## src/design/lsfs_pkg.sv

```systemverilog
// Package for the LED sink fault supervisor: constants, types and rule summary.
// Function
// Grounded sinks found at start are excluded
// Sink on/off follows synchronized dimming PWM
// Converter target uses 256-step scale
// Periodic downward nudge of target
// Three headroom comparators per sink, filtered 1us
// All sinks inside window: hold target
// All sinks above middle: decrement target
// Any sink below low: increment target
// Target at max, sink low: open fault
// Sink above high, another in window: short
// Other faults enter retry, all off
// Retry lasts 100 ms, then recovers
// String faults keep running, flag asserted
// Enable low 2-20 us clears flag
// Longer enable low enters idle wait
// Input overvoltage filtered 100 us
// Output overvoltage filter 560/50 ms, 160 ms
// Undervoltage filtered 100 us in every state
// Overtemperature forces retry until cleared
// Enable high leaves idle wait and starts
// Timers on local clock, pins synchronized
package lsfs_pkg;
  localparam int CLK_HZ = 20_000_000;
  localparam int NSINK = 4;
  localparam int FILT_NS = 1000;
  localparam int FILT_CYC = (FILT_NS * (CLK_HZ / 1_000_000) + 999) / 1000;
  localparam int CLRMIN_NS = 2000;
  localparam int CLRMIN_CYC = (CLRMIN_NS * (CLK_HZ / 1_000_000) + 999) / 1000;
  localparam int CLRMAX_NS = 20000;
  localparam int CLRMAX_CYC = CLRMAX_NS * (CLK_HZ / 1_000_000) / 1000;
  localparam int SUPF_US = 100;
  localparam int SUPF_CYC = SUPF_US * (CLK_HZ / 1_000_000);
  localparam int RETRY_MS = 100;
  localparam int OVLONG_MS = 560;
  localparam int OVSHORT_MS = 50;
  localparam int OVREARM_MS = 160;
  localparam int CYC_PER_MS = CLK_HZ / 1000;
  localparam int NUDGE_US = 100;
  localparam int NUDGE_CYC = NUDGE_US * (CLK_HZ / 1_000_000);
  localparam int SENSE_CYC = 16;
  localparam logic [7:0] TGT_MAX = 8'hff;
  localparam logic [7:0] TGT_INIT = 8'he1;
  typedef enum logic [2:0] {
    LSFS_IDLE = 3'b000,
    LSFS_SENSE = 3'b001,
    LSFS_ACTIVE = 3'b011,
    LSFS_RETRY = 3'b010
  } lsfs_state_t;
  typedef struct packed {
    logic [NSINK-1:0] low;
    logic [NSINK-1:0] mid;
    logic [NSINK-1:0] high;
  } lsfs_cmp_t;
  typedef struct packed {
    logic string_open_flag;
    logic string_shorted_flag;
    logic supply_overvoltage_flag;
    logic out_overvoltage;
    logic supply_undervoltage_flag;
    logic overtemp_flag;
  } lsfs_flags_t;
endpackage : lsfs_pkg

```

## src/design/lsfs_top.sv

```systemverilog
// Supervisor state machine, headroom adaptation and fault filtering.
`timescale 1ns/10ps
module lsfs_top #(
  parameter int RETRY_CYC = lsfs_pkg::RETRY_MS * lsfs_pkg::CYC_PER_MS,
  parameter int OVLONG_CYC = lsfs_pkg::OVLONG_MS * lsfs_pkg::CYC_PER_MS,
  parameter int OVSHORT_CYC = lsfs_pkg::OVSHORT_MS * lsfs_pkg::CYC_PER_MS,
  parameter int OVREARM_CYC = lsfs_pkg::OVREARM_MS * lsfs_pkg::CYC_PER_MS
) (
  input wire logic clk,
  input wire logic reset,
  input wire logic supply_enable_pin,
  input wire logic pwm_pin,
  input wire logic [lsfs_pkg::NSINK-1:0] sink_grounded,
  input wire lsfs_pkg::lsfs_cmp_t cmp_raw,
  input wire logic vin_over_raw,
  input wire logic vout_over_raw,
  input wire logic vin_under_raw,
  input wire logic overtemp_raw,
  output logic [lsfs_pkg::NSINK-1:0] sink_on,
  output logic converter_en,
  output logic [7:0] target_code,
  output logic fault_pin_o,
  output logic fault_pin_oe,
  output lsfs_pkg::lsfs_flags_t flags,
  output lsfs_pkg::lsfs_state_t state
);
  import lsfs_pkg::*;

  // ----------------------------------------
  // State record
  // ----------------------------------------
  typedef struct packed {
    logic [1:0] en_s;
    logic [1:0] pwm_s;
    logic [1:0] ovi_s;
    logic [1:0] ovo_s;
    logic [1:0] uv_s;
    logic [1:0] ot_s;
    logic [3*NSINK-1:0] cmp_s1;
    logic [3*NSINK-1:0] cmp_s2;
    logic [3*NSINK-1:0] cmp_f;
    logic [3*NSINK*5-1:0] cmp_cnt;
    logic [NSINK-1:0] gnd_s1;
    logic [NSINK-1:0] gnd_s2;
    lsfs_state_t st;
    logic [NSINK-1:0] live;
    logic [NSINK-1:0] on;
    logic [7:0] tgt;
    logic [31:0] tmr;
    logic [15:0] nudge;
    logic [15:0] enlow;
    logic [11:0] ovi_cnt;
    logic [11:0] uv_cnt;
    logic [31:0] ovo_cnt;
    logic [31:0] act_cnt;
    logic short_filt;
    lsfs_flags_t fl;
  } lsfs_regs_t;

  lsfs_regs_t r_q;
  lsfs_regs_t r_d;

  logic [NSINK-1:0] f_low;
  logic [NSINK-1:0] f_mid;
  logic [NSINK-1:0] f_high;
  logic [NSINK-1:0] in_win;
  logic [NSINK-1:0] below;
  logic [NSINK-1:0] shorted;
  logic sys_fault;
  logic ovi_hit;
  logic uv_hit;
  logic ovo_hit;

  // Comparator outputs are one when the sink voltage lies above that level.
  // The first struct member sits in the top bits of the packed word.
  assign f_low = r_q.cmp_f[3*NSINK-1:2*NSINK];
  assign f_mid = r_q.cmp_f[2*NSINK-1:NSINK];
  assign f_high = r_q.cmp_f[NSINK-1:0];
  assign in_win = r_q.live & f_low & ~f_mid;
  assign below = r_q.live & ~f_low;
  assign shorted = (|in_win) ? (r_q.live & f_high & ~in_win) : '0;

  // ----------------------------------------
  // Main next-state logic
  // ----------------------------------------
  always_comb begin
    r_d.en_s = {r_q.en_s[0], supply_enable_pin};
    r_d.pwm_s = {r_q.pwm_s[0], pwm_pin};
    r_d.ovi_s = {r_q.ovi_s[0], vin_over_raw};
    r_d.ovo_s = {r_q.ovo_s[0], vout_over_raw};
    r_d.uv_s = {r_q.uv_s[0], vin_under_raw};
    r_d.ot_s = {r_q.ot_s[0], overtemp_raw};
    r_d.cmp_s1 = cmp_raw;
    r_d.cmp_s2 = r_q.cmp_s1;
    r_d.gnd_s1 = sink_grounded;
    r_d.gnd_s2 = r_q.gnd_s1;
    // Each comparator output is accepted only after it has stood steady for the filter time.
    for (int i = 0; i < 3 * NSINK; i++) begin
      r_d.cmp_f[i] = r_q.cmp_f[i];
      if (r_q.cmp_s2[i] == r_q.cmp_f[i]) begin
        r_d.cmp_cnt[5*i+:5] = 5'h00;
      end else if (r_q.cmp_cnt[5*i+:5] >= 5'(FILT_CYC - 1)) begin
        r_d.cmp_f[i] = r_q.cmp_s2[i];
        r_d.cmp_cnt[5*i+:5] = 5'h00;
      end else begin
        r_d.cmp_cnt[5*i+:5] = r_q.cmp_cnt[5*i+:5] + 5'h01;
      end
    end
    r_d.st = r_q.st;
    r_d.live = r_q.live;
    r_d.tgt = r_q.tgt;
    r_d.tmr = r_q.tmr;
    r_d.nudge = r_q.nudge;
    r_d.fl = r_q.fl;
    r_d.short_filt = r_q.short_filt;
    r_d.act_cnt = r_q.act_cnt;

    // Undervoltage is watched everywhere; input overvoltage and heat outside idle, output overvoltage only while active.
    r_d.uv_cnt = r_q.uv_s[1] ? ((r_q.uv_cnt < 12'(SUPF_CYC)) ? r_q.uv_cnt + 12'h1 : r_q.uv_cnt)
                             : 12'h0;
    uv_hit = r_q.uv_cnt >= 12'(SUPF_CYC);
    r_d.ovi_cnt = (r_q.ovi_s[1] && r_q.st != LSFS_IDLE) ?
                  ((r_q.ovi_cnt < 12'(SUPF_CYC)) ? r_q.ovi_cnt + 12'h1 : r_q.ovi_cnt) : 12'h0;
    ovi_hit = r_q.ovi_cnt >= 12'(SUPF_CYC);
    r_d.ovo_cnt = (r_q.ovo_s[1] && r_q.st == LSFS_ACTIVE) ? r_q.ovo_cnt + 32'h1 : 32'h0;
    ovo_hit = r_q.ovo_cnt >= (r_q.short_filt ? 32'(OVSHORT_CYC) : 32'(OVLONG_CYC));
    sys_fault = uv_hit || ((ovi_hit || ovo_hit || r_q.ot_s[1]) && r_q.st != LSFS_IDLE);

    // Enable-low width measurement, saturating just past the clear window.
    r_d.enlow = r_q.en_s[1] ? 16'h0 :
                ((r_q.enlow <= 16'(CLRMAX_CYC)) ? r_q.enlow + 16'h1 : r_q.enlow);

    case (r_q.st)
      LSFS_IDLE: begin
        r_d.fl = '0;
        r_d.live = '0;
        r_d.tmr = 32'h0;
        if (r_q.en_s[1] && !uv_hit) begin
          r_d.st = LSFS_SENSE;
          r_d.tgt = TGT_INIT;
        end
      end
      LSFS_SENSE: begin
        r_d.tmr = r_q.tmr + 32'h1;
        if (r_q.tmr >= 32'(SENSE_CYC - 1)) begin
          r_d.live = ~r_q.gnd_s2;
          r_d.st = LSFS_ACTIVE;
          r_d.tmr = 32'h0;
          r_d.act_cnt = 32'h0;
        end
      end
      LSFS_ACTIVE: begin
        r_d.nudge = (r_q.nudge >= 16'(NUDGE_CYC - 1)) ? 16'h0 : r_q.nudge + 16'h1;
        if (|below) begin
          if (r_q.tgt == TGT_MAX) begin
            r_d.live = r_q.live & ~below;
            r_d.fl.string_open_flag = 1'b1;
          end else begin
            r_d.tgt = r_q.tgt + 8'h01;
          end
        end else if (&(f_mid | ~r_q.live) && (|r_q.live)) begin
          if (r_q.tgt != 8'h00) begin
            r_d.tgt = r_q.tgt - 8'h01;
          end
        end else if (r_q.nudge == 16'h0 && r_q.tgt != 8'h00) begin
          r_d.tgt = r_q.tgt - 8'h01;
        end
        // With every sink inside the window only the periodic nudge moves the target. R6
        if (|shorted) begin
          r_d.live = r_d.live & ~shorted;
          r_d.fl.string_shorted_flag = 1'b1;
        end
        r_d.act_cnt = (r_q.act_cnt < 32'(OVREARM_CYC)) ? r_q.act_cnt + 32'h1 : r_q.act_cnt;
        if (r_q.act_cnt >= 32'(OVREARM_CYC)) begin
          r_d.short_filt = 1'b0;
        end
        // A short enable-low pulse clears string flags; events that cycle still win.
        if (r_q.en_s[1] && r_q.enlow >= 16'(CLRMIN_CYC) && r_q.enlow <= 16'(CLRMAX_CYC)) begin
          r_d.fl.string_open_flag = (|below) && r_q.tgt == TGT_MAX;
          r_d.fl.string_shorted_flag = |shorted;
        end
        if (r_q.enlow > 16'(CLRMAX_CYC)) begin
          r_d.st = LSFS_IDLE;
        end else if (sys_fault) begin
          r_d.st = LSFS_RETRY;
          r_d.tmr = 32'h0;
          if (ovo_hit) begin
            r_d.short_filt = 1'b1;
          end
        end
      end
      LSFS_RETRY: begin
        r_d.tmr = (r_q.tmr < 32'(RETRY_CYC)) ? r_q.tmr + 32'h1 : r_q.tmr;
        if (r_q.enlow > 16'(CLRMAX_CYC)) begin
          r_d.st = LSFS_IDLE;
        end else if (r_q.tmr >= 32'(RETRY_CYC) && !sys_fault && !r_q.ovo_s[1]) begin
          r_d.st = LSFS_ACTIVE;
          r_d.tgt = TGT_INIT;
          r_d.act_cnt = 32'h0;
        end
      end
      default: begin
        r_d.st = LSFS_IDLE;
      end
    endcase

    r_d.fl.supply_undervoltage_flag = uv_hit;
    r_d.fl.supply_overvoltage_flag = ovi_hit;
    r_d.fl.out_overvoltage = ovo_hit;
    r_d.fl.overtemp_flag = r_q.ot_s[1] && r_q.st != LSFS_IDLE;

    // LEDs follow PWM only while active, enable high and the sink still live.
    r_d.on = (r_d.st == LSFS_ACTIVE && r_q.en_s[1] && r_q.pwm_s[1]) ? r_d.live : '0;
  end

  // ----------------------------------------
  // Registers and outputs
  // ----------------------------------------
  always_ff @(posedge clk) begin
    if (reset) begin
      r_q <= '0;
      r_q.st <= LSFS_IDLE;
      sink_on <= '0;
      converter_en <= 1'b0;
      target_code <= 8'h00;
      fault_pin_oe <= 1'b0;
      fault_pin_o <= 1'b0;
      flags <= '0;
      state <= LSFS_IDLE;
    end else begin
      r_q <= r_d;
      sink_on <= r_d.on;
      converter_en <= r_d.st == LSFS_SENSE || r_d.st == LSFS_ACTIVE;
      target_code <= r_d.tgt;
      fault_pin_o <= 1'b0;
      fault_pin_oe <= r_d.st == LSFS_RETRY || r_d.fl.string_open_flag ||
                      r_d.fl.string_shorted_flag;
      flags <= r_d.fl;
      state <= r_d.st;
    end
  end

  // ----------------------------------------
  // Checks
  // ----------------------------------------
  a_retry_all_off: assert property (@(posedge clk) disable iff (reset)
    state == LSFS_RETRY |-> sink_on == '0 && !converter_en && fault_pin_oe)
    else $error("Retry state with outputs still on.");
  a_string_flag_pin: assert property (@(posedge clk) disable iff (reset)
    (flags.string_open_flag || flags.string_shorted_flag) |-> fault_pin_oe)
    else $error("String fault without fault pin.");
  a_up_step: assert property (@(posedge clk) disable iff (reset)
    (r_q.st == LSFS_ACTIVE && r_d.st == LSFS_ACTIVE && |below && r_q.tgt != TGT_MAX)
    |=> target_code == $past(r_q.tgt) + 8'h01)
    else $error("Target did not step up.");
  a_open_at_max: assert property (@(posedge clk) disable iff (reset)
    (r_q.st == LSFS_ACTIVE && |below && r_q.tgt == TGT_MAX) |=> flags.string_open_flag)
    else $error("Open string not flagged.");
  a_grounded_excl: assert property (@(posedge clk) disable iff (reset)
    (r_q.st == LSFS_SENSE && r_d.st == LSFS_ACTIVE) |=> (r_q.live & $past(r_q.gnd_s2)) == '0)
    else $error("Grounded sink left live.");
  a_pwm_follow: assert property (@(posedge clk) disable iff (reset)
    (state == LSFS_ACTIVE && !r_q.pwm_s[1]) |=> sink_on == '0)
    else $error("Sink on while PWM low.");
  a_uv_filter: assert property (@(posedge clk) disable iff (reset)
    $rose(r_q.uv_s[1]) |-> !flags.supply_undervoltage_flag [*8])
    else $error("Undervoltage flagged too early.");
  a_idle_wait: assert property (@(posedge clk) disable iff (reset)
    (r_q.st == LSFS_ACTIVE && r_q.enlow > 16'(CLRMAX_CYC)) |=> state == LSFS_IDLE)
    else $error("Long enable low did not idle.");
  a_retry_wait: assert property (@(posedge clk) disable iff (reset)
    (state == LSFS_RETRY && r_q.tmr < 32'(RETRY_CYC)) |=> state != LSFS_ACTIVE)
    else $error("Retry left early.");
endmodule : lsfs_top

```

## config.mk

```make
export PLATFORM = sky130hd
export DESIGN_NAME = lsfs_top
export DESIGN_NICKNAME = d
export VERILOG_FILES = /design/src/design/lsfs_pkg.sv /design/src/design/lsfs_top.sv
export SDC_FILE = /design/constraint.sdc
export NUM_CORES = 1
export LEC_CHECK = 0
export ABC_CLOCK_PERIOD_IN_PS = 6050
export BUFFER_PORTS_ARGS = -buffer_cell sky130_fd_sc_hd__buf_4
export CAP_MARGIN = 30
export CORE_ASPECT_RATIO = 0.5
export CORE_MARGIN = 3
export CORE_UTILIZATION = 35
export DETAILED_ROUTE_END_ITERATION = 16
export GPL_TIMING_DRIVEN = 0
export PLACE_DENSITY = 0.47
export SKIP_CTS_REPAIR_TIMING = 1
export SYNTH_ARGS = -nofsm -noshare
export SYNTH_HDL_FRONTEND = slang
export SYNTH_SLANG_ARGS = --single-unit
```

## constraint.sdc

```tcl
create_clock -name clk -period 6.05 [get_ports clk]
set_input_delay 0.605 -clock clk [delete_from_list [all_inputs] [get_ports clk]]
set_output_delay 0.605 -clock clk [all_outputs]
set_load 0.01 [all_outputs]
```

==> flow_metrics.env <==
export IMPL_root_buffer="clkbuf_16"
export IMPL_die_w_um=280
export IMPL_dp_cells=2012
export IMPL_num_antenna_cells=0
export IMPL_rows=49
export IMPL_io_buffer_count=46
export IMPL_grt_setup_unrepaired="false"
export IMPL_grt_pass1_vias=10493
export IMPL_cpMostUsedCell="a21oi_1"
export IMPL_synth_cells=1480
export IMPL_synth_distinct_cells=71
export IMPL_clock_path_buffers=3
export IMPL_synth_top_area_share_pct=45.2
export IMPL_fin_nets=1624
export IMPL_layoutNonFillerInstCount=2065
export IMPL_ant_nets=0
export IMPL_path_clk_slew_ns=0.07
export IMPL_overflow=0
export IMPL_synth_ff_type="dfxtp_1"
export IMPL_setup_worst_path_start="r_q[6]"
export IMPL_drtIter0Drc=508
export IMPL_setup_tns_ns=0
export IMPL_cts_sinks=296
export IMPL_synth_seq_cells=296
export IMPL_wl_per_cell_um=15.6
export IMPL_vias=10523
export IMPL_slowest_delay_ns=0.87
export IMPL_io_pins=48
export IMPL_setup_viol=0
export IMPL_final_fill_count=3608
export IMPL_cts_inserted_buffers=29
export IMPL_synthTopCellsByArea="dfxtp_1 (45%), nor2_1 (6.4%), xor2_1 (4.4%)"
export IMPL_period_minus_slack_ns=3.68
export IMPL_yosys_warnings=0
export IMPL_critical_path_class="reg -> reg"
export IMPL_slew_viol_final=0
export IMPL_status="completed"
export IMPL_ff2ff_path_depth=9
export IMPL_max_freq_mhz=271
export IMPL_drt_total_wl_um=32100
export IMPL_gp_congestion=0.794
export IMPL_cap_viol_max_count=0
export IMPL_hp_class="in -> reg"
export IMPL_antenna_found_initial=0
export IMPL_post_route_util_pct=41.4
export IMPL_peakVddDrop_v=0.000197
export IMPL_arrival_ns=4.15
export IMPL_cp_cell_sequence="ha_1 > a21oi_1 > o22ai_1 > o21ai_0 > a21oi_1 > o21ai_1 > clkbuf_1 > nor3_1 > o211a_1"
export IMPL_worst_path_max_delay_cell="o21ai_0"
export IMPL_design_area_mm2=0.0151
export IMPL_synth_edf_count=0
export IMPL_syn2layout_area_growth_pct=14.9
export IMPL_drive_gt1_share_pct=8.54
export IMPL_worst_ep_required_time_ns=6.51
export IMPL_core_mm2=0.0364
export IMPL_syn_area_mm2=0.0131
export IMPL_clkLatencyLatePin_ns=0.57
export IMPL_period_share_pct=60.9
export IMPL_die_h_um=143
export IMPL_worst_pin_slew_ns=1.10
export IMPL_initial_utilization_pct=36.0
export IMPL_firstDrtPassIters=6
export IMPL_p_total_uw=4010
export IMPL_die_area_mm2=0.0400
export IMPL_place_area_mm2=0.0141
export IMPL_yosysMostFrequentCell="dfxtp_1"
export IMPL_power_density_mw_per_mm2=266
export IMPL_viasPerCell=5.10
export IMPL_ys_async_sr_fraction_pct=0
export IMPL_grt_max_degree=16
export IMPL_yosys_top_cells_count="dfxtp_1 (296), nor2_1 (222), a21oi_1 (79)"
export IMPL_r2r_start="r_q[6]"
export IMPL_finalHoldViolations=0
export IMPL_r2r_slack_ns=2.37
export IMPL_dp_hpwl_um=22900
export IMPL_grt_pass1_wl_um=53300
export IMPL_grt_usage_pct=16.2
export IMPL_yosys_area_top_type="dfxtp_1"
export IMPL_synth_area_per_cell_um2=8.86
export IMPL_slew_headroom_pct=25.7
export IMPL_end_kind="flop"
export IMPL_critPathMaxFanout=10
export IMPL_timing_rr_end="r_q[156]"
export IMPL_cts_tree="yes"
export IMPL_synth_seq_area_share_pct=45.2
export IMPL_critPathLaunchType="flop"
export IMPL_drc=0
export IMPL_crit_end="r_q[156]"
export IMPL_fin_skew_ns=0.0173
export IMPL_h_tree_depth=1
export IMPL_leakagePower_uw=0.00539
[metal layers]
| layer | wire (um) | vias up | share of wire [%] | GRT usage, % |
|---|---|---|---|---|
| met5 | 0 | - | 0 | 0 |
| met4 | 825 | 0 | 2.6 | 4.47 |
| met3 | 1330 | 60 | 4.1 | 3.14 |
| met2 | 14500 | 165 | 45 | 27.2 |
| met1 | 15400 | 5001 | 48 | 21.5 |
| li1 | - | 5297 | - | - |
[critical path, delay by kind of cell (launching register included)]
kind / cells / cell delay (ns)
buffers and inverters: 1 / 0.43
AO/OA/AOI/OAI: 6 / 2.14
AND/OR/NAND/NOR: 1 / 0.17
adder cells (fa/ha/maj): 1 / 0.31
flip-flops: 1 / 0.53
[cell usage in the layout (no fill, tap or decap), types with 5 or more instances in the layout]
cell type	instances
dfxtp_1	296
nor2_1	222
a21oi_1	79
nor2b_1	74
nand2_1	71
nand3_1	66
xor2_1	66
buf_4	62
inv_1	57
xnor2_1	56
o21ai_0	48
clkbuf_1	43
ha_1	40
and3_1	34
nand4_1	33
clkbuf_16	29
or3_1	28
and2_1	21
or4_1	20
nor3_1	18
nor4_1	16
a2111oi_0	15
mux2i_1	14
a31oi_1	13
and4_1	10
a211oi_1	9
nand3b_1	8
buf_1	7
a41oi_1	7
buf_2	7
o21a_1	7
o211a_1	6
o211ai_1	6
a21o_1	6
o2111ai_1	5
clkinv_2	5
[power by group]
part	leakage, uW	internal [uW]	total [uW]	switching, uW
Combinational	0.00251	49.7	126	75.9
Clock	0.000483	1110	1900	788
Sequential	0.00240	1970	1990	15.6
Total	0.00539	3130	4010	880
[cells by family (layout without fill, tap and decap cells)]
group                    Yosys count  count (layout)  synth area share, %
AND/OR/NAND/NOR                  648             648                 25.6
flip-flops                       296             296                 45.2
AO/OA/AOI/OAI                    237             237                 12.0
XOR/XNOR                         122             122                 8.15
buffers and inverters            121             221                 4.02
adder cells (fa/ha/maj)           41              41                 3.97
multiplexers                      14              14                 1.07
other                              1               2               0.0286
[worst min-delay path by stage]
stage / cells after the start / from / end / slack [ns]
2_1_floorplan: 1 / r_d[178] / r_q[178] / 0.41
3_3_place_gp: 1 / r_d[264] / r_q[264] / 0.42
3_5_place_dp: 1 / r_d[287] / r_q[287] / 0.42
4_1_cts: 2 / pwm_pin / r_d[291] / 0.21
5_1_grt: 2 / cmp_raw[0] / r_d[258] / 0.22
6_report: 2 / pwm_pin / r_d[291] / 0.24
[stage by stage]
step,worst slack (ns),hold slack (ns)
2_1_floorplan,2.99,0.414
3_3_place_gp,2.25,0.417
3_5_place_dp,2.46,0.423
4_1_cts,2.43,0.208
5_1_grt,2.19,0.222
6_report,2.37,0.238
[registers in the layout, indices dropped and copies added (netlist names)]
name	count
r_q	252
r_d	22
f_high	4
f_low	4
f_mid	4
flags	4
sink_on	4
converter_en	1
fault_pin_oe	1
[cell type report]
class | count | area, um2 | share of cell area, %
buffer | 64 | 313 | 2.08
sequential | 296 | 5930 | 39.3
multi-input combinational | 1064 | 6670 | 44.3
inverter | 57 | 214 | 1.42
timing repair buffer | 47 | 353 | 2.34
tap | 484 | 606 | 4.02
clock inverter | 11 | 173 | 1.15
clock buffer | 42 | 815 | 5.41
Note: power is estimated with default switching activity, not from simulation.
